==> config.mk <==
export PLATFORM = sky130hd
export DESIGN_NAME = spi_slave_register_access
export DESIGN_NICKNAME = d
export VERILOG_FILES = /design/src/verilog/spi_cmd_pkg.sv /design/src/verilog/spi_slave_register_access.sv
export SDC_FILE = /design/constraint.sdc
export NUM_CORES = 1
export LEC_CHECK = 0
export BUFFER_PORTS_ARGS = -buffer_cell sky130_fd_sc_hd__buf_2
export CORE_MARGIN = 2
export CORE_UTILIZATION = 50
export DETAILED_ROUTE_END_ITERATION = 16
export PLACE_DENSITY = 0.78
export SETUP_SLACK_MARGIN = 0.02
export SKIP_CTS_REPAIR_TIMING = 1
export SLEW_MARGIN = 40
export SYNTH_ARGS = -nofsm -noshare
export SYNTH_HDL_FRONTEND = slang
export SYNTH_SLANG_ARGS = --single-unit
==> constraint.sdc <==
create_clock -name ref_clk -period 6.5 [get_ports ref_clk]
set_clock_uncertainty 0.2 [all_clocks]
set_input_delay 1.3 -clock ref_clk [delete_from_list [all_inputs] [get_ports ref_clk]]
set_output_delay 1.3 -clock ref_clk [all_outputs]
set_load 0.02 [all_outputs]
==> src/verilog/spi_cmd_pkg.sv <==
package spi_cmd_pkg;
	// word layout
	localparam int        WORD_W      = 16;
	localparam int        OP_HI       = 15;
	localparam int        OP_LO       = 13;
	localparam int        BCAST_BIT   = 12;
	localparam int        HW_ADDR_HI  = 11;
	localparam int        HW_ADDR_LO  = 8;
	localparam int        FIELD_HI    = 7;
	localparam int        HALF_HI     = 15;
	localparam int        HOLD_HI     = 31;
	localparam int        HALF_LO_TOP = 16;
	localparam logic [4:0] BIT_COUNT  = 5'h10;
	// op codes in bits 15..13; bit 15 clear is a no-op
	localparam logic [2:0] OP_SETADR  = 3'h4;
	localparam logic [2:0] OP_WRITE   = 3'h5;
	localparam logic [2:0] OP_RDLO    = 3'h6;
	localparam logic [2:0] OP_RDHI    = 3'h7;
	// reset values and counts
	localparam logic [3:0] HW_ADDR_RESET = 4'h0;
	localparam logic [1:0] STRAP_SETTLE = 2'h3;
	localparam logic [6:0] OFF_ZERO     = 7'h00;
	localparam logic [6:0] OFF_STEP     = 7'h01;
	localparam logic [4:0] CNT_STEP     = 5'h01;
	localparam logic [1:0] BOOT_STEP    = 2'h1;

	typedef enum logic [1:0] {OUT_NONE, OUT_LOW, OUT_HIGH} out_sel_t;
	typedef enum logic [1:0] {CAP_IDLE, CAP_NOW, CAP_SYNC} cap_state_t;
endpackage

==> src/verilog/spi_slave_register_access.sv <==
`timescale 1ns/100ps
// Functional notes
// - SPI enabled only if serial select is high at the second ref_clk edge after reset release
// - mode 0, 16-bit words, MSB first, clock idles low
// - bits taken only with select low; MISO floats or waits; execute on select rise
// - MOSI sampled on rising SCK, MISO changed on falling SCK
// - MISO held low in reset and while synchronous read waits
// - word is 3-bit op code, broadcast flag, 4-bit hardware address, 8-bit field
// - 100 set address, 101 write, 110 read low, 111 read high, bit15=0 no-op
// - broadcast flag low makes every device execute set address and write, address ignored
// - read low accepted only on own hardware address, reset zero, set address and write also on broadcast; read high on any
// - latch-strap command copies four strap pins into hardware address
// - read data shifts out during next word, whatever its address
// - read low loads 32-bit holding register, low half returned next word
// - after read high, upper half returned during next word
// - write is set address then write data, one byte per write
// - synchronous mode captures at sample point shifted by sample offset
// - immediate capture loads holding register right after select rise
// - device is slave only, host word starts every transaction
module spi_slave_register_access
	import spi_cmd_pkg::*;
(
	input  wire logic        ref_clk,
	input  wire logic        rst_n,
	input  wire logic        sck,
	input  wire logic        mosi,
	input  wire logic        serial_select_n,
	output logic             miso_out,
	output logic             miso_oe,
	input  wire logic [3:0]  strap_select_pins,
	input  wire logic        latch_strap_command,
	input  wire logic        immediate_capture,
	input  wire logic [6:0]  sample_offset,
	input  wire logic        sample_strobe,
	input  wire logic [31:0] rd_data,
	output logic [7:0]       rd_addr,
	output logic             rd_capture,
	output logic [7:0]       reg_addr,
	output logic [7:0]       wr_data,
	output logic             wr_en,
	output logic [3:0]       hw_addr,
	output logic             spi_enabled
);

	////////////////////////////////////////////////////////////////////////
	// pin synchronisers and edge detection
	logic       sck_s1, sck_s2, sck_d;
	logic       mosi_s1, mosi_s2;
	logic       ssn_s1, ssn_s2, ssn_d;
	logic [3:0] strap_s1, strap_s2;

	// two flops per pin, a third only for edge finding
	always_ff @(posedge ref_clk or negedge rst_n) begin
		if (!rst_n) begin
			sck_s1   <= 1'b0;
			sck_s2   <= 1'b0;
			sck_d    <= 1'b0;
			mosi_s1  <= 1'b0;
			mosi_s2  <= 1'b0;
			ssn_s1   <= 1'b1;
			ssn_s2   <= 1'b1;
			ssn_d    <= 1'b1;
			strap_s1 <= HW_ADDR_RESET;
			strap_s2 <= HW_ADDR_RESET;
		end else begin
			sck_s1   <= sck;
			sck_s2   <= sck_s1;
			sck_d    <= sck_s2;
			mosi_s1  <= mosi;
			mosi_s2  <= mosi_s1;
			ssn_s1   <= serial_select_n;
			ssn_s2   <= ssn_s1;
			ssn_d    <= ssn_s2;
			strap_s1 <= strap_select_pins;
			strap_s2 <= strap_s1;
		end
	end

	logic sck_rise, sck_fall, ss_fall, ss_rise;
	assign sck_rise = sck_s2 & ~sck_d;
	assign sck_fall = ~sck_s2 & sck_d;
	assign ss_fall  = ~ssn_s2 & ssn_d;
	assign ss_rise  = ssn_s2 & ~ssn_d;

	////////////////////////////////////////////////////////////////////////
	// main state
	logic [1:0]  boot_cnt, next_boot_cnt;
	logic        booted, next_booted;
	logic        next_spi_enabled;
	logic [15:0] shift_in, next_shift_in;
	logic [4:0]  bit_cnt, next_bit_cnt;
	logic [15:0] out_shift, next_out_shift;
	logic        next_miso_out, next_miso_oe;
	logic [3:0]  next_hw_addr;
	logic [7:0]  next_reg_addr, next_wr_data, next_rd_addr;
	logic        next_wr_en, next_rd_capture;
	logic [31:0] hold, next_hold;
	out_sel_t    out_sel, next_out_sel;
	cap_state_t  cap_state, next_cap_state;
	logic [6:0]  off_cnt, next_off_cnt;
	logic        off_run, next_off_run;

	// word decode helpers
	logic [2:0]  op;
	logic        word_ok, addr_ok, bcast, acc_wr, acc_rd, sample_hit;
	logic [15:0] out_load;
	assign op         = shift_in[OP_HI:OP_LO];
	assign word_ok    = ss_rise && bit_cnt == BIT_COUNT;
	assign addr_ok    = shift_in[HW_ADDR_HI:HW_ADDR_LO] == hw_addr;
	assign bcast      = ~shift_in[BCAST_BIT];
	assign acc_wr     = word_ok && (bcast || addr_ok);
	assign acc_rd     = word_ok && addr_ok;
	assign sample_hit = off_run && off_cnt == sample_offset;

	// next word's first bits: holding halves, or zero while not ready
	always_comb begin
		case (out_sel)
			OUT_LOW:  out_load = hold[HALF_HI:0];
			OUT_HIGH: out_load = hold[HOLD_HI:HALF_LO_TOP];
			default:  out_load = '0;
		endcase
		if (cap_state != CAP_IDLE) begin
			out_load = '0;
		end
	end

	// next-value logic for all control state
	always_comb begin
		next_boot_cnt    = boot_cnt;
		next_booted      = booted;
		next_spi_enabled = spi_enabled;
		next_shift_in    = shift_in;
		next_bit_cnt     = bit_cnt;
		next_out_shift   = out_shift;
		next_miso_out    = miso_out;
		next_miso_oe     = miso_oe;
		next_hw_addr     = hw_addr;
		next_reg_addr    = reg_addr;
		next_wr_data     = wr_data;
		next_rd_addr     = rd_addr;
		next_wr_en       = 1'b0;
		next_rd_capture  = 1'b0;
		next_hold        = hold;
		next_out_sel     = out_sel;
		next_cap_state   = cap_state;
		next_off_cnt     = off_cnt;
		next_off_run     = off_run;

		// strap is caught once the synchroniser has settled after release
		if (!booted) begin
			next_boot_cnt = boot_cnt + BOOT_STEP;
			if (boot_cnt == STRAP_SETTLE) begin
				next_booted      = 1'b1;
				next_spi_enabled = ssn_s2;
			end
		end

		if (latch_strap_command) begin
			next_hw_addr = strap_s2;
		end

		// sample-point offset counter, restarted on every sequence strobe
		if (sample_strobe) begin
			next_off_cnt = OFF_ZERO;
			next_off_run = 1'b1;
		end else if (off_run) begin
			if (sample_hit) begin
				next_off_run = 1'b0;
			end else begin
				next_off_cnt = off_cnt + OFF_STEP;
			end
		end

		// holding register is written only here
		case (cap_state)
			CAP_NOW: begin
				next_hold       = rd_data;
				next_rd_capture = 1'b1;
				next_cap_state  = CAP_IDLE;
			end
			CAP_SYNC: begin
				if (sample_hit) begin
					next_hold       = rd_data;
					next_rd_capture = 1'b1;
					next_cap_state  = CAP_IDLE;
				end
			end
			default: begin
				next_hold = hold;
			end
		endcase

		if (booted && spi_enabled) begin
			// bit transfer only while select is low
			if (ss_fall) begin
				next_bit_cnt   = '0;
				next_out_shift = out_load;
				next_miso_out  = out_load[HALF_HI];
			end else if (!ssn_s2) begin
				if (sck_rise) begin
					next_shift_in = {shift_in[HALF_HI-1:0], mosi_s2};
					if (bit_cnt != BIT_COUNT) begin
						next_bit_cnt = bit_cnt + CNT_STEP;
					end
				end
				if (sck_fall) begin
					next_out_shift = {out_shift[HALF_HI-1:0], 1'b0};
					next_miso_out  = out_shift[HALF_HI-1];
				end
			end

			// only a complete host word acts; nothing starts on its own
			if (word_ok) begin
				next_out_sel = OUT_NONE;
				if (shift_in[OP_HI]) begin
					case (op)
						OP_SETADR: begin
							if (acc_wr) begin
								next_reg_addr = shift_in[FIELD_HI:0];
							end
						end
						OP_WRITE: begin
							if (acc_wr) begin
								next_wr_data = shift_in[FIELD_HI:0];
								next_wr_en   = 1'b1;
							end
						end
						OP_RDLO: begin
							if (acc_rd) begin
								next_rd_addr = shift_in[FIELD_HI:0];
								next_out_sel = OUT_LOW;
								next_cap_state = immediate_capture ? CAP_NOW : CAP_SYNC;
							end
						end
						OP_RDHI: begin
							next_out_sel = OUT_HIGH;
						end
						default: begin
							next_out_sel = OUT_NONE;
						end
					endcase
				end
			end

			// idle select: release, or pull low while a capture waits
			if (ssn_s2) begin
				next_miso_out = 1'b0;
				next_miso_oe  = next_cap_state == CAP_SYNC;
			end else begin
				next_miso_oe  = 1'b1;
			end
		end else if (booted) begin
			next_miso_out = 1'b0;
			next_miso_oe  = 1'b0;
		end
	end

	// register stage; reset drives MISO low
	always_ff @(posedge ref_clk or negedge rst_n) begin
		if (!rst_n) begin
			boot_cnt    <= '0;
			booted      <= 1'b0;
			spi_enabled <= 1'b0;
			shift_in    <= '0;
			bit_cnt     <= '0;
			out_shift   <= '0;
			miso_out    <= 1'b0;
			miso_oe     <= 1'b1;
			hw_addr     <= HW_ADDR_RESET;
			reg_addr    <= '0;
			wr_data     <= '0;
			rd_addr     <= '0;
			wr_en       <= 1'b0;
			rd_capture  <= 1'b0;
			hold        <= '0;
			out_sel     <= OUT_NONE;
			cap_state   <= CAP_IDLE;
			off_cnt     <= OFF_ZERO;
			off_run     <= 1'b0;
		end else begin
			boot_cnt    <= next_boot_cnt;
			booted      <= next_booted;
			spi_enabled <= next_spi_enabled;
			shift_in    <= next_shift_in;
			bit_cnt     <= next_bit_cnt;
			out_shift   <= next_out_shift;
			miso_out    <= next_miso_out;
			miso_oe     <= next_miso_oe;
			hw_addr     <= next_hw_addr;
			reg_addr    <= next_reg_addr;
			wr_data     <= next_wr_data;
			rd_addr     <= next_rd_addr;
			wr_en       <= next_wr_en;
			rd_capture  <= next_rd_capture;
			hold        <= next_hold;
			out_sel     <= next_out_sel;
			cap_state   <= next_cap_state;
			off_cnt     <= next_off_cnt;
			off_run     <= next_off_run;
		end
	end

	////////////////////////////////////////////////////////////////////////
	// checks
	chk_strap_enable: assert property (@(posedge ref_clk) disable iff (!rst_n)
		$rose(booted) |-> spi_enabled == $past(ssn_s2))
		else $error("enable does not follow strapped select level");
	chk_idle_release: assert property (@(posedge ref_clk) disable iff (!rst_n)
		booted && ssn_s2 && next_cap_state != CAP_SYNC |=> !miso_oe)
		else $error("miso driven while deselected and ready");
	chk_miso_fall: assert property (@(posedge ref_clk) disable iff (!rst_n)
		booted && !ssn_d && $changed(miso_out) |-> $past(sck_fall || ss_fall))
		else $error("miso changed without falling sck");
	chk_wait_low: assert property (@(posedge ref_clk) disable iff (!rst_n)
		spi_enabled && cap_state == CAP_SYNC && ssn_d |-> miso_oe && !miso_out)
		else $error("miso not held low during wait");
	chk_write_byte: assert property (@(posedge ref_clk) disable iff (!rst_n)
		spi_enabled && acc_wr && shift_in[OP_HI] && op == OP_WRITE
		|=> wr_en && wr_data == $past(shift_in[FIELD_HI:0]))
		else $error("accepted write not issued");
	chk_foreign_addr: assert property (@(posedge ref_clk) disable iff (!rst_n)
		word_ok && !bcast && !addr_ok |=> !wr_en)
		else $error("write taken for other hardware address");
	chk_strap_latch: assert property (@(posedge ref_clk) disable iff (!rst_n)
		latch_strap_command |=> hw_addr == $past(strap_s2))
		else $error("strap pins not latched");
	chk_immediate: assert property (@(posedge ref_clk) disable iff (!rst_n)
		spi_enabled && acc_rd && op == OP_RDLO && immediate_capture |-> ##2 rd_capture)
		else $error("immediate capture late");
	chk_hold_stable: assert property (@(posedge ref_clk) disable iff (!rst_n)
		$changed(hold) |-> rd_capture)
		else $error("holding register changed without capture");

endmodule

==> impl_metrics.env <==
export IMPL_intPower_mw=1.53
export IMPL_fillers=815
export IMPL_drive_above_1_share=0.404
export IMPL_core_um2=10900
export IMPL_cp_end_kind="output pin"
export IMPL_dieArea_um2=12100
export IMPL_cp_num_cells=1
export IMPL_finalCritPeriodShare=0.416
export IMPL_async_reset_ff_frac=1.00
export IMPL_vias_per_cell=5.43
export IMPL_cts_max_path_buffers=2
export IMPL_start_util=0.515
export IMPL_hold_viol_final=0
export IMPL_critical_path_class="flop to output pin"
export IMPL_dp_slack_ns=3.38
export IMPL_status="finished clean"
export IMPL_cts_tree="built"
export IMPL_synth_compound_area_frac=0.0828
export IMPL_synthSimpleGateAreaFrac=0.0799
export IMPL_std_cell_rows=38
export IMPL_max_slew_worst_pin_slew_ns=0.775
export IMPL_ff2ff_path_depth=7
export IMPL_drv_cap=0
export IMPL_via_count=3570
export IMPL_sw_frac_of_total=0.219
export IMPL_gp_congestion=0.746
export IMPL_hp_class="flop to flop"
export IMPL_synth_area_per_cell_um2=13.4
export IMPL_yosysTopAreaCellShare=0.571
export IMPL_grt_overflow_total=0
export IMPL_port_buffer_count=83
export IMPL_tns_ns=0
export IMPL_dp_hpwl_um=7050
export IMPL_crit_path_end="miso_oe"
export IMPL_rsz0062_at_grt="no"
export IMPL_final_nets=565
export IMPL_wire_per_inst_um=16.5
export IMPL_syn_cell_area_um2=5610
export IMPL_ant_nets=0
export IMPL_antenna_found_initial=0
export IMPL_worst_ep_arrival_time_ns=1.20
export IMPL_synthTopCellsByArea="dfrtp_1 (57%), mux2_2 (14%), a22o_1 (2.3%), ha_1 (2.2%), o21ai_0 (2.1%)"
export IMPL_crit_chain="buf_2"
export IMPL_numCtsBuffers=17
export IMPL_p_per_area_nw_per_um2=291
export IMPL_h_tree_depth=4
export IMPL_p_comb_frac=0.053
export IMPL_synth_fp_nets=480
export IMPL_r2r_start="bit_cnt[0]$_DFFE_PN0P_"
export IMPL_yosysSeqAreaShare=0.590
export IMPL_grtUsageTotal=0.197
export IMPL_register_area_um2=3310
export IMPL_maxSlewViolCount=0
export IMPL_ys_dominant_reg_cell="dfrtp_1"
export IMPL_rrSetupSlack_ns=3.96
export IMPL_power_switching_mw=0.430
export IMPL_grt_pass1_wl_um=17900
export IMPL_synth_seq_cells=132
export IMPL_fin_crit_ns=2.70
export IMPL_ios=84
export IMPL_multi_input_area_um2=2130
export IMPL_fp_dieW_um=110
export IMPL_synthCells=419
export IMPL_grt_max_degree=84
export IMPL_vdd_drop_max_mv=0.215
export IMPL_path_buf_inv=1
export IMPL_timing_final_ws_setup_ns=3.80
export IMPL_startpoint="miso_oe$_DFFE_PN1P_"
export IMPL_ys_warn_count=0
export IMPL_seqPwrFrac=0.452
export IMPL_n_antenna_cell=0
export IMPL_path_max_fanout=2
export IMPL_critical_path_top_delay_family="flip-flops"
export IMPL_area_delta_synth_final_pct=20.2
export IMPL_r2r_end="reg_addr[6]$_DFFE_PN0P_"
export IMPL_clkSinkCount=132
export IMPL_worstPathRequired_ns=5.00
export IMPL_synth_adder_area_share=0.0223
export IMPL_critPathSlowestCell="dfstp_2"
export IMPL_synthMuxAreaShare=0.169
export IMPL_path_clk_slew_ns=0.06
export IMPL_yosys_cell_types_count=46
export IMPL_max_stage_delay_ns=0.53
export IMPL_fmax_ghz=0.370
export IMPL_p_leak_nw=3.26
export IMPL_yosysTopAreaCell="dfrtp_1"
export IMPL_die_h_um=110
export IMPL_routed_wl_um=10800
export IMPL_first_pass_iters=4
export IMPL_cts_root_buffer="clkbuf_8"
export IMPL_synth_top_family_by_area="multiplexers"
export IMPL_clk_latency_ns=0.52
export IMPL_synth_edf_count=0
export IMPL_post_route_drc_count=0
export IMPL_synthXorXnorAreaFrac=0.0250
export IMPL_clkPwrFrac=0.496
export IMPL_drt_iter0_markers=197
export IMPL_cp_start_kind="flop"
export IMPL_setup_violations=0
export IMPL_grt_pass1_vias=3759
export IMPL_max_slew_margin=0.483
cell usage after synthesis (2+ instances only):
cell type	count
or3_1	4
xor2_1	4
buf_4	2
nor2_1	11
a21oi_1	7
o31ai_1	3
o21ai_0	23
or4_1	2
o22ai_1	2
nand2b_1	4
nand4_1	10
a22oi_1	15
mux2_2	71
nand3b_1	4
xnor2_1	12
clkbuf_1	10
dfstp_2	4
nand3_1	3
buf_2	2
buf_6	6
inv_1	11
ha_1	10
nand2_1	25
a22o_1	15
or2_2	2
mux2_4	7
nor2b_1	4
dfrtp_1	128
layout by cell type, fill, tap and decap left out, types with 4 or more instances in the layout:
| cell type | synthesis | layout |
|---|---|---|
| dfrtp_1 | 128 | 128 |
| buf_2 | 2 | 82 |
| mux2_2 | 71 | 71 |
| nand2_1 | 25 | 25 |
| o21ai_0 | 23 | 23 |
| clkbuf_16 | 0 | 16 |
| a22oi_1 | 15 | 15 |
| a22o_1 | 15 | 15 |
| xnor2_1 | 12 | 12 |
| inv_1 | 11 | 11 |
| nor2_1 | 11 | 11 |
| nand4_1 | 10 | 10 |
| ha_1 | 10 | 10 |
| mux2_4 | 7 | 7 |
| a21oi_1 | 7 | 7 |
| nor2b_1 | 4 | 4 |
| nand2b_1 | 4 | 4 |
| nand3b_1 | 4 | 4 |
| xor2_1 | 4 | 4 |
| bufinv_16 | 0 | 4 |
| dfstp_2 | 4 | 4 |
through the flow:
step,instances,area (um^2),util,power [mW],hold WS [ns]
3_5_place_dp,625,6130,0.563,1.01,0.139
3_3_place_gp,623,6090,0.559,0.998,0.133
6_report,657,6740,0.619,1.96,0.142
4_1_cts,657,6740,0.619,1.98,0.145
5_1_grt,657,6740,0.619,2.03,0.155
2_1_floorplan,419,5610,-,0.952,0.131
metal layers:
metal  wire length (um)  part of all wire  up-vias  GRT usage
met3                509             0.047       12     0.0646
met1               4780              0.44     1787      0.250
li1                   -                 -     1687          -
met2               5350              0.50       84      0.315
met4                167             0.015        0     0.0732
met5                  0                 0        -          0
power groups by stage:
stage / registers [mW] / logic, mW / clock network (mW)
floorplan: 0.898 / 0.0541 / 0
global placement: 0.899 / 0.0990 / 0
detailed placement: 0.902 / 0.105 / 0
CTS: 0.887 / 0.106 / 0.987
global route: 0.892 / 0.116 / 1.02
finish: 0.887 / 0.103 / 0.973
logic make-up (layout without fill, tap and decap cells):
logic type	count (synthesis)	in the layout
compound gates	69	69
fa+ha+maj	10	10
xor+xnor	16	16
simple gates	79	79
mux	81	81
buf+inv	32	130
flops	132	132
state kept, by name (all words and copies together) (netlist names), 2 cells and up:
signal,flops
strap_s2,4
out_sel,2
wr_data,8
out_shift,15
shift_in,16
off_cnt,7
reg_addr,8
hw_addr,4
cap_state,2
rd_addr,8
strap_s1,4
boot_cnt,2
hold,32
bit_cnt,5
worst min-delay path by stage:
stage | startpoint | to | slack, ns | cells after the start
2_1_floorplan | mosi_s1$_DFF_PN0_ | mosi_s2$_DFF_PN0_ | 0.13 | 0
3_3_place_gp | strap_s1[3]$_DFF_PN0_ | strap_s2[3]$_DFF_PN0_ | 0.13 | 0
3_5_place_dp | strap_s1[1]$_DFF_PN0_ | strap_s2[1]$_DFF_PN0_ | 0.14 | 0
4_1_cts | strap_s1[3]$_DFF_PN0_ | strap_s2[3]$_DFF_PN0_ | 0.14 | 0
5_1_grt | strap_s1[3]$_DFF_PN0_ | strap_s2[3]$_DFF_PN0_ | 0.16 | 0
6_report | strap_s1[3]$_DFF_PN0_ | strap_s2[3]$_DFF_PN0_ | 0.14 | 0
cell type report:
type	count	area share
Clock buffer	20	0.0631
Clock inverter	12	0.0267
Inverter	11	0.00612
Multi-Input combinational cell	255	0.316
Sequential cell	132	0.491
Tap cell	140	0.0260
Timing Repair Buffer	87	0.0709
Power figures use the tool's default switching activity.
